## src/tfv_pkg.sv

```systemverilog
// constants and carrier types for the thermal/fan value and configuration bank
package tfv_pkg;

  // register addresses
  localparam logic [7:0] ADDR_INT_TRIP_PROG = 8'h13;
  localparam logic [7:0] ADDR_REM_TRIP_PROG = 8'h14;
  localparam logic [7:0] ADDR_FACTORY_TEST  = 8'h15;
  localparam logic [7:0] ADDR_INT_TRIP_FIX  = 8'h17;
  localparam logic [7:0] ADDR_REM_TRIP_FIX  = 8'h18;
  localparam logic [7:0] ADDR_FAN_SPEED     = 8'h19;
  localparam logic [7:0] ADDR_REM_TEMP      = 8'h26;
  localparam logic [7:0] ADDR_INT_TEMP      = 8'h27;
  localparam logic [7:0] ADDR_REM_HIGH      = 8'h37;
  localparam logic [7:0] ADDR_REM_LOW       = 8'h38;
  localparam logic [7:0] ADDR_INT_HIGH      = 8'h39;
  localparam logic [7:0] ADDR_INT_LOW       = 8'h3A;
  localparam logic [7:0] ADDR_CONFIG        = 8'h40;

  // reset and fixed values, degrees as signed 8-bit
  localparam logic [7:0] RST_INT_TRIP_PROG  = 8'h7F;
  localparam logic [7:0] RST_REM_TRIP_PROG  = 8'h64;
  localparam logic [7:0] FIX_INT_TRIP       = 8'h46;
  localparam logic [7:0] FIX_REM_TRIP       = 8'h64;
  localparam logic [7:0] RST_FAN_SPEED      = 8'h00;
  localparam logic [7:0] RST_HIGH_LIMIT     = 8'h7F;
  localparam logic [7:0] RST_LOW_LIMIT      = 8'h80;
  localparam logic [7:0] RST_TEMP           = 8'h00;
  localparam logic [7:0] RST_CONFIG         = 8'h21;
  localparam logic [7:0] FAN_FULL_SPEED     = 8'hFF;
  localparam logic [7:0] READ_ZERO          = 8'h00;

  // configuration register layout, bit 7 first
  typedef struct packed {
    logic rsvd7;
    logic input_polarity_flip;
    logic fan_off;
    logic soft_reset;
    logic trip_lock;
    logic rsvd2;
    logic alert_enable;
    logic run;
  } tfv_cfg_s;

  // one conversion result pair
  typedef struct packed {
    logic [7:0] remote;
    logic [7:0] internal;
  } tfv_temp_s;

endpackage : tfv_pkg

```

## src/tfv_regs.sv

```systemverilog
// value and configuration registers of the thermal monitor / fan controller
`timescale 1ns/100ps
`default_nettype none

module tfv_regs
  import tfv_pkg::*;
(
  // clock and reset
  input  wire logic       mclk_in,
  input  wire logic       nrst_in,
  // register access port
  input  wire logic [7:0] reg_addr_in,
  input  wire logic       reg_wr_in,
  input  wire logic [7:0] reg_wdata_in,
  input  wire logic       reg_rd_in,
  output logic      [7:0] reg_rdata_out,
  output logic            reg_rvalid_out,
  // conversion results
  input  wire logic       conv_done_in,
  input  wire tfv_temp_s  conv_temp_in,
  // general purpose input pin
  input  wire logic       general_purpose_input_pin_in,
  // outputs
  output logic      [7:0] fan_speed_level_out,
  output logic            over_temp_out,
  output logic            monitor_run_out,
  output logic            gpi_level_out,
  output logic            fan_off_drv_out,
  output logic            fan_off_oe_n_out,
  output logic            alert_drv_out,
  output logic            alert_oe_n_out
);

  // reset synchroniser
  logic rst_meta;
  logic rst_n;

  always_ff @(posedge mclk_in or negedge nrst_in) begin
    if (!nrst_in) begin
      rst_meta <= 1'b0;
      rst_n    <= 1'b0;
    end else begin
      rst_meta <= 1'b1;
      rst_n    <= rst_meta;
    end
  end

  // pin synchroniser for the general purpose input
  logic gpi_meta;
  logic gpi_sync;

  always_ff @(posedge mclk_in or negedge rst_n) begin
    if (!rst_n) begin
      gpi_meta <= 1'b0;
      gpi_sync <= 1'b0;
    end else begin
      gpi_meta <= general_purpose_input_pin_in;
      gpi_sync <= gpi_meta;
    end
  end

  // storage
  tfv_cfg_s  cfg;
  tfv_temp_s temp;
  logic [7:0] int_trip_prog;
  logic [7:0] rem_trip_prog;
  logic [7:0] fan_speed;
  logic [7:0] rem_high;
  logic [7:0] rem_low;
  logic [7:0] int_high;
  logic [7:0] int_low;
  logic       alert_flag;
  logic       over_temp;

  logic      wr_cfg;
  tfv_cfg_s  wcfg;
  tfv_cfg_s  cfg_rst;
  logic      soft_rst;

  assign wr_cfg   = reg_wr_in && (reg_addr_in == ADDR_CONFIG);
  assign wcfg     = tfv_cfg_s'(reg_wdata_in);
  assign cfg_rst  = tfv_cfg_s'(RST_CONFIG);
  assign soft_rst = wr_cfg && wcfg.soft_reset;

  // configuration register
  always_ff @(posedge mclk_in or negedge rst_n) begin
    if (!rst_n) begin
      cfg <= tfv_cfg_s'(RST_CONFIG);
    end else if (wr_cfg) begin
      if (wcfg.soft_reset) begin
        cfg           <= cfg_rst;
        cfg.trip_lock <= cfg.trip_lock;
      end else begin
        cfg.run          <= wcfg.run;
        cfg.alert_enable <= wcfg.alert_enable;
        cfg.fan_off      <= wcfg.fan_off;
        cfg.input_polarity_flip   <= wcfg.input_polarity_flip;
        cfg.trip_lock    <= cfg.trip_lock | wcfg.trip_lock;
      end
      cfg.soft_reset <= 1'b0;
      cfg.rsvd2      <= 1'b0;
      cfg.rsvd7      <= 1'b0;
    end
  end

  // trip points; here the lock only gates writes, it never clears a value
  always_ff @(posedge mclk_in or negedge rst_n) begin
    if (!rst_n) begin
      int_trip_prog <= RST_INT_TRIP_PROG;
      rem_trip_prog <= RST_REM_TRIP_PROG;
    end else if (reg_wr_in && !cfg.trip_lock) begin
      if (reg_addr_in == ADDR_INT_TRIP_PROG)
        int_trip_prog <= reg_wdata_in;
      if (reg_addr_in == ADDR_REM_TRIP_PROG)
        rem_trip_prog <= reg_wdata_in;
    end
  end

  // fan speed level and limits
  always_ff @(posedge mclk_in or negedge rst_n) begin
    if (!rst_n) begin
      fan_speed <= RST_FAN_SPEED;
      rem_high  <= RST_HIGH_LIMIT;
      rem_low   <= RST_LOW_LIMIT;
      int_high  <= RST_HIGH_LIMIT;
      int_low   <= RST_LOW_LIMIT;
    end else if (reg_wr_in) begin
      case (reg_addr_in)
        ADDR_FAN_SPEED: fan_speed <= reg_wdata_in;
        ADDR_REM_HIGH:  rem_high  <= reg_wdata_in;
        ADDR_REM_LOW:   rem_low   <= reg_wdata_in;
        ADDR_INT_HIGH:  int_high  <= reg_wdata_in;
        ADDR_INT_LOW:   int_low   <= reg_wdata_in;
        default: ; // factory test and read-only locations take no write
      endcase
    end
  end

  // readings only move while running; standby freezes the last pair
  always_ff @(posedge mclk_in or negedge rst_n) begin
    if (!rst_n) begin
      temp <= {RST_TEMP, RST_TEMP};
    end else if (conv_done_in && cfg.run) begin
      temp <= conv_temp_in;
    end
  end

  // trip selection and comparisons
  logic [7:0] int_trip_eff;
  logic [7:0] rem_trip_eff;
  logic       next_over_temp;
  logic       limit_viol;
  logic       gpi_level;

  assign int_trip_eff = cfg.trip_lock ? int_trip_prog : FIX_INT_TRIP;
  assign rem_trip_eff =
    cfg.trip_lock ? rem_trip_prog : FIX_REM_TRIP;
  assign next_over_temp =
    ($signed(temp.internal) >= $signed(int_trip_eff)) ||
    ($signed(temp.remote)   >= $signed(rem_trip_eff));
  assign limit_viol =
    ($signed(conv_temp_in.internal) > $signed(int_high)) ||
    ($signed(conv_temp_in.internal) < $signed(int_low))  ||
    ($signed(conv_temp_in.remote)   > $signed(rem_high)) ||
    ($signed(conv_temp_in.remote)   < $signed(rem_low));
  assign gpi_level = gpi_sync ^ cfg.input_polarity_flip;

  // over-temperature state is not touched by soft reset
  always_ff @(posedge mclk_in or negedge rst_n) begin
    if (!rst_n) begin
      over_temp <= 1'b0;
    end else begin
      over_temp <= next_over_temp;
    end
  end

  // alert latch; a new cause in the soft reset cycle wins over the rearm
  logic alert_set;

  assign alert_set = (conv_done_in && cfg.run && limit_viol) || gpi_level;

  always_ff @(posedge mclk_in or negedge rst_n) begin
    if (!rst_n) begin
      alert_flag <= 1'b0;
    end else if (alert_set) begin
      alert_flag <= 1'b1;
    end else if (soft_rst) begin
      alert_flag <= 1'b0;
    end
  end

  // fan-off buffer: stored bit kept so it comes back after over-temp ends
  logic fan_off_buf;

  assign fan_off_buf = cfg.fan_off | over_temp;

  // read port
  function automatic logic [7:0] read_mux(input logic [7:0] a);
    tfv_cfg_s c;
    c            = cfg;
    c.fan_off    = fan_off_buf;
    c.soft_reset = 1'b0;
    c.rsvd2      = 1'b0;
    c.rsvd7      = 1'b0;
    case (a)
      ADDR_INT_TRIP_PROG: read_mux = int_trip_prog;
      ADDR_REM_TRIP_PROG: read_mux = rem_trip_prog;
      ADDR_FACTORY_TEST:  read_mux = READ_ZERO;
      ADDR_INT_TRIP_FIX:  read_mux = FIX_INT_TRIP;
      ADDR_REM_TRIP_FIX:  read_mux = FIX_REM_TRIP;
      ADDR_FAN_SPEED:     read_mux = fan_speed;
      ADDR_REM_TEMP:      read_mux = temp.remote;
      ADDR_INT_TEMP:      read_mux = temp.internal;
      ADDR_REM_HIGH:      read_mux = rem_high;
      ADDR_REM_LOW:       read_mux = rem_low;
      ADDR_INT_HIGH:      read_mux = int_high;
      ADDR_INT_LOW:       read_mux = int_low;
      ADDR_CONFIG:        read_mux = c;
      default:            read_mux = READ_ZERO;
    endcase
  endfunction : read_mux

  always_ff @(posedge mclk_in or negedge rst_n) begin
    if (!rst_n) begin
      reg_rdata_out  <= READ_ZERO;
      reg_rvalid_out <= 1'b0;
    end else begin
      reg_rvalid_out <= reg_rd_in;
      if (reg_rd_in)
        reg_rdata_out <= read_mux(reg_addr_in);
    end
  end

  // registered outputs; open-drain pins only ever pull low
  always_ff @(posedge mclk_in or negedge rst_n) begin
    if (!rst_n) begin
      fan_speed_level_out <= RST_FAN_SPEED;
      over_temp_out       <= 1'b0;
      monitor_run_out     <= 1'b0;
      gpi_level_out       <= 1'b0;
      fan_off_drv_out     <= 1'b0;
      fan_off_oe_n_out    <= 1'b1;
      alert_drv_out       <= 1'b0;
      alert_oe_n_out      <= 1'b1;
    end else begin
      fan_speed_level_out <= over_temp ? FAN_FULL_SPEED : fan_speed;
      over_temp_out       <= over_temp;
      monitor_run_out     <= cfg.run;
      gpi_level_out       <= gpi_level;
      fan_off_drv_out     <= 1'b0;
      fan_off_oe_n_out    <= fan_off_buf;
      alert_drv_out       <= 1'b0;
      alert_oe_n_out      <= !(cfg.alert_enable && alert_flag);
    end
  end
endmodule : tfv_regs

`default_nettype wire

```

## config.mk

```make
export PLATFORM = sky130hd
export DESIGN_NAME = tfv_regs
export DESIGN_NICKNAME = d
export VERILOG_FILES = /design/src/tfv_pkg.sv /design/src/tfv_regs.sv
export SDC_FILE = /design/constraint.sdc
export NUM_CORES = 1
export LEC_CHECK = 0
export BUFFER_PORTS_ARGS = -buffer_cell sky130_fd_sc_hd__buf_4
export CAP_MARGIN = 5
export CORE_MARGIN = 3
export CORE_UTILIZATION = 50
export CTS_BUF_LIST = sky130_fd_sc_hd__clkbuf_8
export CTS_CLUSTER_DIAMETER = 50
export DETAILED_ROUTE_END_ITERATION = 10
export PLACE_DENSITY = 0.69
export REMOVE_ABC_BUFFERS = 1
export SYNTH_ARGS = -nofsm -noshare
export SYNTH_HDL_FRONTEND = slang
export SYNTH_SLANG_ARGS = --single-unit
export TNS_END_PERCENT = 1
```

## constraint.sdc

```tcl
create_clock -name mclk_in -period 8.8 [get_ports mclk_in]
set_input_delay 1.76 -clock mclk_in [delete_from_list [all_inputs] [get_ports mclk_in]]
set_output_delay 1.76 -clock mclk_in [all_outputs]
set_load 0.005 [all_outputs]
```

; ---- Yosys cells after proc, flatten, opt, wreduce, memory -nomap -nowiden
; Index checks and enable logic that the tools add are counted.
; W data, S select, Z words.
[word_totals]
ramBits = 0
romBits = 0
mem_count = 0
latchBits = 0
register_bits = 105
[classes]
multipliers = 0
addsub = 0
mux = 8
shift = 0
eq_ne = 12
n_lt_le_gt_ge = 6
n_reduce_logical = 22
n_div = 0
bitwise = 4
[op_table]
columns = op, n
row1 = $pmux W8 S12, 1
row2 = $eq A8 B6 Y1 const B, 6
row3 = $eq A8 B5 Y1 const B, 5
row4 = $mux W8, 3
row5 = $ge A8 B8 Y1, 2
row6 = $gt A8 B8 Y1, 2
row7 = $lt A8 B8 Y1, 2
row8 = $reduce_and A2 Y1, 8
row9 = $eq A8 B7 Y1 const B, 1
row10 = $logic_and A1 B1 Y1, 6
row11 = $logic_or A1 B1 Y1, 5
row12 = $mux W2, 2
row13 = $logic_not A1 Y1, 2
row14 = $mux W1, 2
row15 = $or A1 B1 Y1, 2
row16 = $reduce_bool A2 Y1, 1
row17 = $not A1 Y1, 1
row18 = $xor A1 B1 Y1, 1

; ---- Longest topological paths before layout
; Gate-level depths: netlist of the first run.
[logic_depth]
depth_word = 7
depth_mapped = 10
mapped_depth_nobuf = 8

; ---- Worst setup path before layout of the first run
; No wires, ideal clock.
[synth_path]
kind = input to register
startpoint = input port reg_addr_in[5]
endpoint = register int_trip_prog[7]
path_stages = 5
setup_slack_ps = 5393
t_required_ps = 8675
path_buffers = 2
t_arrival_ps = 3282
cell_sequence = buf_6 or4b_4 buf_6 nor3_4 mux2_4
[synth_via]
elab_chain_len = 2
[synth_lines]
columns = element, line
row1 = start: declaration, tfv_regs.sv:12  ; input wire logic [7:0] reg_addr_in,
row2 = $eq A8 B5 Y1, tfv_regs.sv:112  ; if (reg_addr_in == ADDR_INT_TRIP_PROG)
row3 = $reduce_and A2 Y1 (no line), n/a
row4 = end signal: assignment, tfv_regs.sv:113  ; int_trip_prog <= reg_wdata_in;
row5 = end: declaration, tfv_regs.sv:65  ; logic [7:0] int_trip_prog;
; No other way between the ends.
; A chain may end at the register's enable or synchronous reset.

; ---- Worst setup path in the final report of the first run
[layout_path]
startpoint = input port reg_addr_in[5]
endpoint = register rem_trip_prog[1]
[layout_via]
elab_chain_len = 2
[layout_lines]
columns = element, line
row1 = $eq A8 B5 Y1, tfv_regs.sv:114  ; if (reg_addr_in == ADDR_REM_TRIP_PROG)
row2 = $reduce_and A2 Y1 (no line), n/a
row3 = end signal: assignment, tfv_regs.sv:115  ; rem_trip_prog <= reg_wdata_in;
row4 = end: declaration, tfv_regs.sv:66  ; logic [7:0] rem_trip_prog;
; No other way between the ends.

==> results of run 1 <==
-- cells by family after synthesis --
group	after synthesis
AOI/OAI and AO/OA	109
xor gates and xnor gates	1
adders and majority gates	46
buffers and inverters	58
DFF	105
muxes	79
other	2
and+or+nand+nor	135
-- state kept, by name (all words and copies together), names as in the netlist, 8 cells and up --
register	flops
fan_speed	8
fan_speed_level_out	8
int_high	8
int_low	8
int_trip_prog	8
reg_rdata_out	8
rem_high	8
rem_low	8
rem_trip_prog	8
temp	16
-- worst max-delay path, delay by kind of cell --
family	cells	cell delay, ps
and+or+nand+nor	2	1250
buffers and inverters	1	150
muxes	1	500
-- placed cells by master, fill, tap and decap left out, types with 3 or more instances in the layout --
master | netlist | final
sky130_fd_sc_hd__a2111oi_0 | 4 | 4
sky130_fd_sc_hd__a211oi_1 | 8 | 8
sky130_fd_sc_hd__a21o_1 | 6 | 6
sky130_fd_sc_hd__a21oi_1 | 14 | 14
sky130_fd_sc_hd__a22oi_1 | 11 | 11
sky130_fd_sc_hd__buf_4 | 2 | 60
sky130_fd_sc_hd__clkbuf_8 | 0 | 9
sky130_fd_sc_hd__conb_1 | 2 | 3
sky130_fd_sc_hd__dfrtp_1 | 75 | 74
sky130_fd_sc_hd__dfstp_2 | 30 | 30
sky130_fd_sc_hd__ha_1 | 46 | 46
sky130_fd_sc_hd__inv_1 | 38 | 38
sky130_fd_sc_hd__inv_6 | 0 | 6
sky130_fd_sc_hd__mux2_1 | 34 | 34
sky130_fd_sc_hd__mux2_2 | 22 | 22
sky130_fd_sc_hd__mux2_4 | 8 | 8
sky130_fd_sc_hd__mux2i_1 | 15 | 15
sky130_fd_sc_hd__nand2_1 | 42 | 42
sky130_fd_sc_hd__nand2b_1 | 7 | 7
sky130_fd_sc_hd__nand3_1 | 6 | 6
sky130_fd_sc_hd__nand4_1 | 4 | 4
sky130_fd_sc_hd__nor2_1 | 23 | 23
sky130_fd_sc_hd__nor2b_1 | 16 | 16
sky130_fd_sc_hd__nor3_1 | 5 | 5
sky130_fd_sc_hd__o21a_1 | 3 | 3
sky130_fd_sc_hd__o21ai_0 | 20 | 20
sky130_fd_sc_hd__o21ai_1 | 4 | 4
sky130_fd_sc_hd__o221ai_1 | 4 | 4
sky130_fd_sc_hd__o2bb2ai_1 | 4 | 4
sky130_fd_sc_hd__or2_2 | 9 | 9
sky130_fd_sc_hd__or4_1 | 3 | 3
-- worst max path at each step --
stage,from,end,cells past startpoint
2_1_floorplan,reg_addr_in[6],int_low[0],3
3_3_place_gp,reg_addr_in[5],rem_trip_prog[3],4
3_5_place_dp,reg_addr_in[5],rem_trip_prog[1],4
4_1_cts,reg_addr_in[5],rem_trip_prog[1],4
5_1_grt,reg_addr_in[5],rem_trip_prog[1],4
6_report,reg_addr_in[5],rem_trip_prog[1],4
-- layer usage --
layer / up-vias / routed length, µm
li1: 2036 / -
met1: 2230 / 7500
met2: 159 / 8240
met3: 38 / 1050
met4: 0 / 503
met5: - / 0
-- final cells by class --
cell class	instances	share of cell area, %
clock inverter	7	1.24
clock buffer	9	1.86
inverter	39	2.19
sequential	105	40.0
multi-input combinational	373	45.3
timing repair buffer	60	6.75
tap	143	2.68
antenna	1	0.0375
-- report_power, final --
group          switching (mW)  internal (mW)  total (mW)
Combinational           0.115          0.128       0.243
Clock                   0.189          0.138       0.327
Sequential             0.0644          0.551       0.616
Total                   0.369          0.817        1.19
-- cell usage after synthesis (all sizes together) (3+ instances only) --
cell type   n
mux2       64
or4         3
o221ai      4
dfrtp      75
nand4       4
inv        38
dfstp      30
nor2b      16
o32ai       3
o21ai      25
a21o        6
nand3       6
nand2b      7
mux2i      15
a211oi      8
a22oi      12
a21oi      16
ha         46
nand2      43
nor2       23
or3         3
a2111oi     4
nor3        8
buf        10
o2bb2ai     5
clkbuf      9
o21a        3
or2        10
-- stage by stage --
stage	std cells	power (mW)	setup slack (ps)
2_1_floorplan	517	0.736	5560
3_5_place_dp	720	0.866	5040
6_report	737	1.19	5440
3_3_place_gp	720	0.857	5070
5_1_grt	736	1.24	5270
4_1_cts	736	1.19	5500
==> impl_metrics.py, run 1 <==
metrics = {
    "clock_tree": {
        "post-cts-setup-buffer-count": 0,
        "clock_tree_from_tritoncts": "done",
        "clock_root_buffer": "sky130_fd_sc_hd__clkbuf_8",
        "cts_max_path_buffers": 2,
        "h_tree_depth": 3,
        "cts_hold_buf": 0,
        "numCtsBuffers": 9,
        "worst_setup_hold_path_clk_slew_ps": 110,
        "cts_num_sinks": 105,
        "post_cts_resized": 0,
        "insertion_delay_ps": 410,
    },
    "synthesis": {
        "post_synth_instance_area_mm2": 0.00593,
        "synth_async_sr_flop_share_pct": 100,
        "synth_top_area_share_pct": 31.6,
        "synth.yosys.warnings": 0,
        "yosys_register_bits": 105,
        "synth-seq-area-share_pct": 44.9,
        "post_synth_num_cell_types": 73,
        "synth_top_cells_by_area": "sky130_fd_sc_hd__dfrtp_1, sky130_fd_sc_hd__dfstp_2, sky130_fd_sc_hd__ha_1, sky130_fd_sc_hd__mux2_1, sky130_fd_sc_hd__mux2_2",
        "synth_top_family_by_area": "multiplexers",
        "synth.area.mux_share_pct": 15.2,
        "ys_dominant_reg_cell": "sky130_fd_sc_hd__dfrtp_1",
        "post-synth-top-area-cell": "sky130_fd_sc_hd__dfrtp_1",
        "synthesis.instances": 535,
        "synthXorXnorAreaFrac_pct": 0.148,
        "synth_compound_gate_area_share_pct": 13.4,
        "synth_enable_flop_cells": 0,
        "yosys.area_share.adder_pct": 9.70,
        "post_synth.cell_area_avg_um2": 11.1,
        "post_synth_and_or_nand_nor_area_fraction_pct": 12.3,
    },
    "setup_path": {
        "crit_path_end_kind": "register",
        "timing.critical_path.cells": "buf_4 > nor4b_2 > nand4_1 > mux2_1",
        "worst-endpoint-required_ps": 9100,
        "critPathMaxFanout": 9,
        "cpPeakStageDelay_ps": 660,
        "reg2reg_from": "cfg[3]",
        "start_kind": "input port",
        "crit_type": "in -> reg",
        "regToRegEndpoint": "over_temp",
        "arrival_time_of_data_at_the_critical_path_endpoint_ps": 3660,
        "r2r_slack_ps": 6380,
        "worstRegToRegCells": 8,
        "slowest_stage": "sky130_fd_sc_hd__nor4b_2",
    },
    "pwr": {
        "cellPowerDensity_mw_per_mm2": 178,
        "max-vdd-ir-drop_v": 0.000108,
        "cellLeakagePower_nw": 2.96,
    },
    "layout": {
        "area.growth.synth_to_final_pct": 12.6,
        "multi_input_area_mm2": 0.00302,
        "finish.utilization_pct": 58.0,
        "area_taken_by_flip_flops_and_latches_mm2": 0.00267,
        "layout-drive-gt1-share_pct": 27.2,
        "layout.nets": 672,
        "final.fill_count": 999,
        "layout.cell_area.non_filler_mm2": 0.00668,
    },
    "place": {
        "dpl_cell_area_mm2": 0.00647,
        "globalplace.congestion": 1.00,
        "numPortBuffers": 59,
        "dp_hpwl_mm": 13.2,
    },
    "sta": {
        "clock.fmax_mhz": 298,
        "setup_tns_after_final_layout_ps": 0,
        "final_max_slew_viol_count": 0,
        "min_period_ps": 3360,
        "clock-skew-final_ps": 13.9,
        "pin_slew_with_the_least_headroom_to_its_limit_ps": 835,
        "worst_hold_slack_across_all_endpoints_ps": 324,
        "final_cycle_share_pct": 38.2,
        "rsz0062_at_grt": "no",
        "report.final.setup_viol": 0,
        "slew-limit-headroom_pct": 44.2,
        "finalHoldViolations": 0,
    },
    "run": {
        "max-cap-violations": 0,
    },
    "die": {
        "fp.dieH_um": 115,
        "die_area_mm2": 0.0132,
        "initial_core_util_pct": 51.5,
        "fp.coreArea_mm2": 0.0115,
        "num_io_pins": 62,
        "placement_rows": 39,
        "chipWidth_um": 115,
    },
    "drt": {
        "number_of_violations_reported_at_the_end_of_detailed_routing_iteration_0": 387,
        "dr_total_vias": 4463,
        "wl_per_cell_um": 23.5,
        "remaining_drc_errors": 0,
        "drtPass1Iterations": 5,
        "postRouteWirelength_mm": 17.3,
        "vias_per_cell": 6.06,
        "ant_nets": 0,
    },
    "global_route": {
        "first_global_vias": 4615,
        "met3_resource_use_gr_pct": 6.00,
        "grt_max_degree": 60,
        "antenna_found_initial": 0,
        "grt_first_pass_wirelength_mm": 26.5,
        "grt.busiest_layer": "met2",
        "overflow": 0,
        "met1_usage_in_global_routing_pct": 35.8,
        "all_layer_gr_usage_pct": 27.2,
        "grtUsageMet2_pct": 44.3,
    },
    "hold_path": {
        "min_path_type": "reg -> async",
    },
    "outcome": {
        "run_status": "complete, no violations",
    },
}
(Power assumes the default switching activity.)
==> inputs of run 2 (changes only) <==
PLACE_DENSITY = 0.72   (was 0.69)
clock period = 2.8 ns   (was 8.8 ns; I/O delays follow)
==> impl_metrics.py, run 2 (synthesized netlist as in run 1, its figures left out) <==
metrics = {
    "die": {
        "num_io_pins": 62,
        "chipWidth_um": 115,
        "fp.dieH_um": 115,
        "die_area_mm2": 0.0132,
        "initial_core_util_pct": 51.5,
        "fp.coreArea_mm2": 0.0115,
        "placement_rows": 39,
    },
    "sta": {
        "clock.fmax_mhz": 430,
        "pin_slew_with_the_least_headroom_to_its_limit_ps": 881,
        "setup_tns_after_final_layout_ps": 0,
        "report.final.setup_viol": 0,
        "rsz0062_at_grt": "no",
        "min_period_ps": 2330,
        "clock-skew-final_ps": 19.2,
        "finalHoldViolations": 0,
        "slew-limit-headroom_pct": 41.1,
        "final_critical_path_setup_slack_ps": 472,
        "final_max_slew_viol_count": 0,
        "final_cycle_share_pct": 83.1,
        "worst_hold_slack_across_all_endpoints_ps": 295,
    },
    "clock_tree": {
        "worst_setup_hold_path_clk_slew_ps": 100,
        "insertion_delay_ps": 380,
        "clock_root_buffer": "sky130_fd_sc_hd__clkbuf_8",
        "cts_max_path_buffers": 2,
        "cts_num_sinks": 105,
        "clock_tree_from_tritoncts": "done",
        "h_tree_depth": 3,
        "numCtsBuffers": 9,
        "post_cts_resized": 0,
    },
    "layout": {
        "final.fill_count": 1000,
        "layout.nets": 681,
        "largest_register_ff_count": 16,
        "layout.cell_area.non_filler_mm2": 0.00671,
        "max_flop_register": "temp",
        "antenna_cells": 0,
        "commonest_cells_after_routing_fill_and_taps_aside": "sky130_fd_sc_hd__dfrtp_1, sky130_fd_sc_hd__buf_4, sky130_fd_sc_hd__ha_1",
        "area.growth.synth_to_final_pct": 13.1,
        "mostFrequentLayoutCell": "sky130_fd_sc_hd__dfrtp_1",
        "non_filler_instance_count_after_layout": 745,
        "finish.utilization_pct": 58.3,
        "layout-drive-gt1-share_pct": 27.4,
    },
    "pwr": {
        "cellLeakagePower_nw": 3.00,
        "power_frac_clock_pct": 22.9,
        "pwr-share-comb_pct": 21.9,
        "total_power_mw": 3.50,
        "power.sequential.fraction_pct": 55.2,
        "p_sw_mw": 1.05,
        "power.switching_fraction_pct": 30.0,
        "max-vdd-ir-drop_v": 0.000359,
        "internal-power_mw": 2.45,
        "cellPowerDensity_mw_per_mm2": 522,
    },
    "setup_path": {
        "r2r_slack_ps": 470,
        "worst-endpoint-required_ps": 3030,
        "arrival_time_of_data_at_the_critical_path_endpoint_ps": 2560,
        "regToRegEndpoint": "alert_flag",
        "start_kind": "register",
        "critPathMaxFanout": 3,
        "crit_type": "reg -> reg",
        "crit_path_end_kind": "register",
        "worstRegToRegCells": 8,
        "reg2reg_from": "rem_high[5]",
    },
    "drt": {
        "number_of_violations_reported_at_the_end_of_detailed_routing_iteration_0": 337,
        "remaining_drc_errors": 0,
        "drtPass1Iterations": 7,
        "postRouteWirelength_mm": 16.5,
        "vias_per_cell": 5.99,
        "ant_nets": 0,
        "wl_per_cell_um": 22.1,
        "dr_total_vias": 4459,
    },
    "run": {
        "max-cap-violations": 0,
    },
    "place": {
        "dp_hpwl_mm": 12.9,
        "numPortBuffers": 59,
        "place.detailed.instances": 728,
        "dpl_cell_area_mm2": 0.00654,
        "globalplace.congestion": 0.963,
        "pre_cts_ws_ps": 224,
    },
    "hold_path": {
        "min_path_type": "reg -> async",
    },
    "global_route": {
        "antenna_found_initial": 0,
        "grt_first_pass_wirelength_mm": 25.8,
        "all_layer_gr_usage_pct": 26.3,
        "grt_max_degree": 64,
        "first_global_vias": 4584,
        "overflow": 0,
    },
    "outcome": {
        "run_status": "complete, no violations",
    },
}
## run 2: critical path, cell delays in order, from the launching register on
cell	delay [ps]
sky130_fd_sc_hd__dfstp_2	560
sky130_fd_sc_hd__inv_1	50
sky130_fd_sc_hd__ha_1	280
sky130_fd_sc_hd__a21o_1	180
sky130_fd_sc_hd__a2111o_1	410
sky130_fd_sc_hd__o21ai_0	270
sky130_fd_sc_hd__buf_4	180
sky130_fd_sc_hd__a31o_2	150
sky130_fd_sc_hd__o211ai_1	100
## run 2: layout make-up
cell class,instances,area [µm²],share of cell area (%)
inverter,39,146,2.18
clock buffer,9,124,1.85
timing repair buffer,69,533,7.94
clock inverter,7,35.0,0.522
multi-input combinational,373,3020,45.1
tap,143,179,2.67
sequential,105,2670,39.8
## run 2: timing repair
item	in CTS	in global routing
setup buffers	0	0
hold buffers	1	0
hold endpoints to repair	2	0
## run 2: worst max path at each step
stage,from,endpoint,slack [ps],cells past startpoint
floorplan,rst_n,alert_flag,-290,0
global placement,reg_addr_in[6],reg_rdata_out[2],280,7
detailed placement,reg_addr_in[6],reg_rdata_out[2],220,7
CTS,rem_high[5],alert_flag,500,8
global route,rem_high[5],alert_flag,410,8
finish,rem_high[5],alert_flag,470,8
## run 2: layer usage
layer  vias to the layer above  routed length [µm]  global-route usage, %
met5                         -                   0                      0
met1                      2209                7050                   33.4
met2                       148                7760                   42.1
li1                       2059                   -                      -
met3                        43                1010                   6.79
met4                         0                 677                   12.2
## run 2: power by group through the flow
stage / clock, mW / combinational [mW] / sequential, mW
final: 0.800 / 0.766 / 1.93
after global routing: 0.894 / 0.860 / 1.96
after CTS: 0.834 / 0.768 / 1.93
after detailed placement: 0 / 0.767 / 1.96
after global placement: 0 / 0.730 / 1.95
after floorplan: 0 / 0.428 / 1.89
==> inputs of run 3 (changes only) <==
PLACE_DENSITY = 0.69   (was 0.72)
clock period = 2.4 ns   (was 2.8 ns; I/O delays follow)
==> impl_metrics.py, run 3 (synthesized netlist as in run 1, its figures left out) <==
metrics = {
    "place": {
        "dp_hpwl_mm": 13.2,
        "place.detailed.instances": 734,
        "numPortBuffers": 59,
        "pre_cts_ws_ps": 22.9,
        "globalplace.congestion": 0.983,
    },
    "sta": {
        "rsz0062_at_grt": "no",
        "pin_slew_with_the_least_headroom_to_its_limit_ps": 603,
        "clock-skew-final_ps": 13.3,
        "min_period_ps": 2190,
        "final_cycle_share_pct": 91.3,
        "clock.fmax_mhz": 457,
        "slew-limit-headroom_pct": 58.8,
        "final_critical_path_setup_slack_ps": 210,
        "report.final.setup_viol": 0,
        "final_max_slew_viol_count": 0,
        "finalHoldViolations": 0,
    },
    "die": {
        "fp.dieH_um": 115,
        "die_area_mm2": 0.0132,
        "fp.coreArea_mm2": 0.0115,
        "num_io_pins": 62,
        "placement_rows": 39,
        "initial_core_util_pct": 51.5,
        "chipWidth_um": 115,
    },
    "layout": {
        "non_filler_instance_count_after_layout": 751,
        "mostFrequentLayoutCell": "sky130_fd_sc_hd__dfrtp_1",
        "finish.utilization_pct": 59.3,
        "commonest_cells_after_routing_fill_and_taps_aside": "sky130_fd_sc_hd__dfrtp_1, sky130_fd_sc_hd__buf_4, sky130_fd_sc_hd__ha_1",
        "area_taken_by_flip_flops_and_latches_mm2": 0.00267,
        "layout-drive-gt1-share_pct": 28.6,
        "layout.nets": 687,
        "final.fill_count": 977,
        "multi_input_area_mm2": 0.00302,
        "largest_register_ff_count": 16,
        "antenna_cells": 0,
        "max_flop_register": "temp",
        "area.growth.synth_to_final_pct": 15.1,
    },
    "drt": {
        "wl_per_cell_um": 22.5,
        "remaining_drc_errors": 0,
        "number_of_violations_reported_at_the_end_of_detailed_routing_iteration_0": 384,
        "postRouteWirelength_mm": 16.9,
        "dr_total_vias": 4510,
        "ant_nets": 0,
        "vias_per_cell": 6.01,
        "drtPass1Iterations": 6,
    },
    "setup_path": {
        "slowest_stage": "sky130_fd_sc_hd__dfstp_2",
        "start_kind": "register",
        "worstRegToRegCells": 7,
        "critPathMaxFanout": 3,
        "cp-endpoint": "alert_flag",
        "crit_path_end_kind": "register",
        "worst-endpoint-required_ps": 2680,
        "cpPeakStageDelay_ps": 570,
        "r2r_slack_ps": 210,
        "crit_type": "reg -> reg",
        "timing.critical_path.cells": "inv_1 > ha_1 > a21o_1 > a2111o_1 > o21ai_1 > a31o_2 > o211ai_1",
        "worst_setup_path_startpoint": "rem_high[5]",
        "regToRegEndpoint": "alert_flag",
        "reg2reg_from": "rem_high[5]",
        "arrival_time_of_data_at_the_critical_path_endpoint_ps": 2470,
    },
    "clock_tree": {
        "cts_max_path_buffers": 2,
        "clock_tree_from_tritoncts": "done",
        "cts_num_sinks": 105,
        "h_tree_depth": 3,
        "post-cts-setup-buffer-count": 0,
        "clock_root_buffer": "sky130_fd_sc_hd__clkbuf_8",
        "numCtsBuffers": 9,
        "worst_setup_hold_path_clk_slew_ps": 100,
        "insertion_delay_ps": 400,
    },
    "pwr": {
        "total_power_mw": 4.41,
        "max-vdd-ir-drop_v": 0.000553,
        "internal-power_mw": 3.14,
        "power.sequential.fraction_pct": 51.4,
        "p_sw_mw": 1.27,
        "cellPowerDensity_mw_per_mm2": 646,
        "power_frac_clock_pct": 28.4,
        "pwr-share-comb_pct": 20.2,
        "cellLeakagePower_nw": 3.05,
        "power.switching_fraction_pct": 28.7,
    },
    "global_route": {
        "grt_max_degree": 60,
        "antenna_found_initial": 0,
        "overflow": 0,
        "grt_first_pass_wirelength_mm": 26.0,
        "all_layer_gr_usage_pct": 26.7,
        "first_global_vias": 4529,
    },
    "outcome": {
        "run_status": "complete, no violations",
    },
    "hold_path": {
        "min_path_type": "in -> reg",
    },
    "run": {
        "max-cap-violations": 0,
    },
}
run 3: cell types whose count changed in the layout (fill, tap and decap cells not counted), sizes merged:
cell	before	now
buf	68	74
bufinv	0	2
clkbuf	9	11
clkinvlp	2	0
inv	42	40
run 3: power groups by stage:
stage	registers (mW)	logic (mW)	clock network, mW
global placement	2.29	0.859	0
detailed placement	2.29	0.886	0
CTS	2.26	0.893	1.27
finish	2.27	0.890	1.25
global route	2.29	0.994	1.34
floorplan	2.20	0.499	0
run 3: metrics by stage:
step | setup TNS, ps | hold WS [ps] | cell area [µm²]
floorplan | -50310 | 184 | 5830
global placement | 0 | 263 | 6590
detailed placement | 0 | 264 | 6590
CTS | 0 | 185 | 6820
global route | 0 | 177 | 6820
finish | 0 | 195 | 6820
run 3: area by class of cell:
| cell class | count | area share [%] |
|---|---|---|
| clock buffer | 11 | 2.22 |
| inverter | 39 | 2.15 |
| multi-input combinational | 373 | 44.3 |
| clock inverter | 5 | 1.14 |
| timing repair buffer | 75 | 8.47 |
| sequential | 105 | 39.1 |
| tap | 143 | 2.62 |
run 3: repair_timing:
action                                  CTS  global route
endpoints found under the setup margin    0             1
hold endpoints to repair                  2             0
resized for setup                         0             1
hold buffers                              1             0
run 3: per-layer routing:
layer  vias up  wire length [µm]  GRT usage, %
met1      2250              7130          34.2
met5         -                 0             0
met4         0               629          10.3
li1       2062                 -             -
met3        42              1100          7.21
met2       156              8000          43.2
run 3: worst max-delay path, delay by kind of cell, from the launching register on:
kind,cells,cell delay (ps)
flip-flops,1,570
AO/OA/AOI/OAI,5,1160
adder cells (fa/ha/maj),1,280
buffers and inverters,1,70
run 3: how the worst min path moves through the flow:
| stage | start | end | slack, ps | depth (start not counted) |
|---|---|---|---|---|
| 6_report | general_purpose_input_pin_in | gpi_meta | 190 | 1 |
| 5_1_grt | general_purpose_input_pin_in | gpi_meta | 180 | 1 |
| 4_1_cts | general_purpose_input_pin_in | gpi_meta | 190 | 1 |
| 3_5_place_dp | nrst_in | rst_meta | 260 | 1 |
| 3_3_place_gp | nrst_in | rst_meta | 260 | 1 |
| 2_1_floorplan | nrst_in | rst_meta | 180 | 0 |
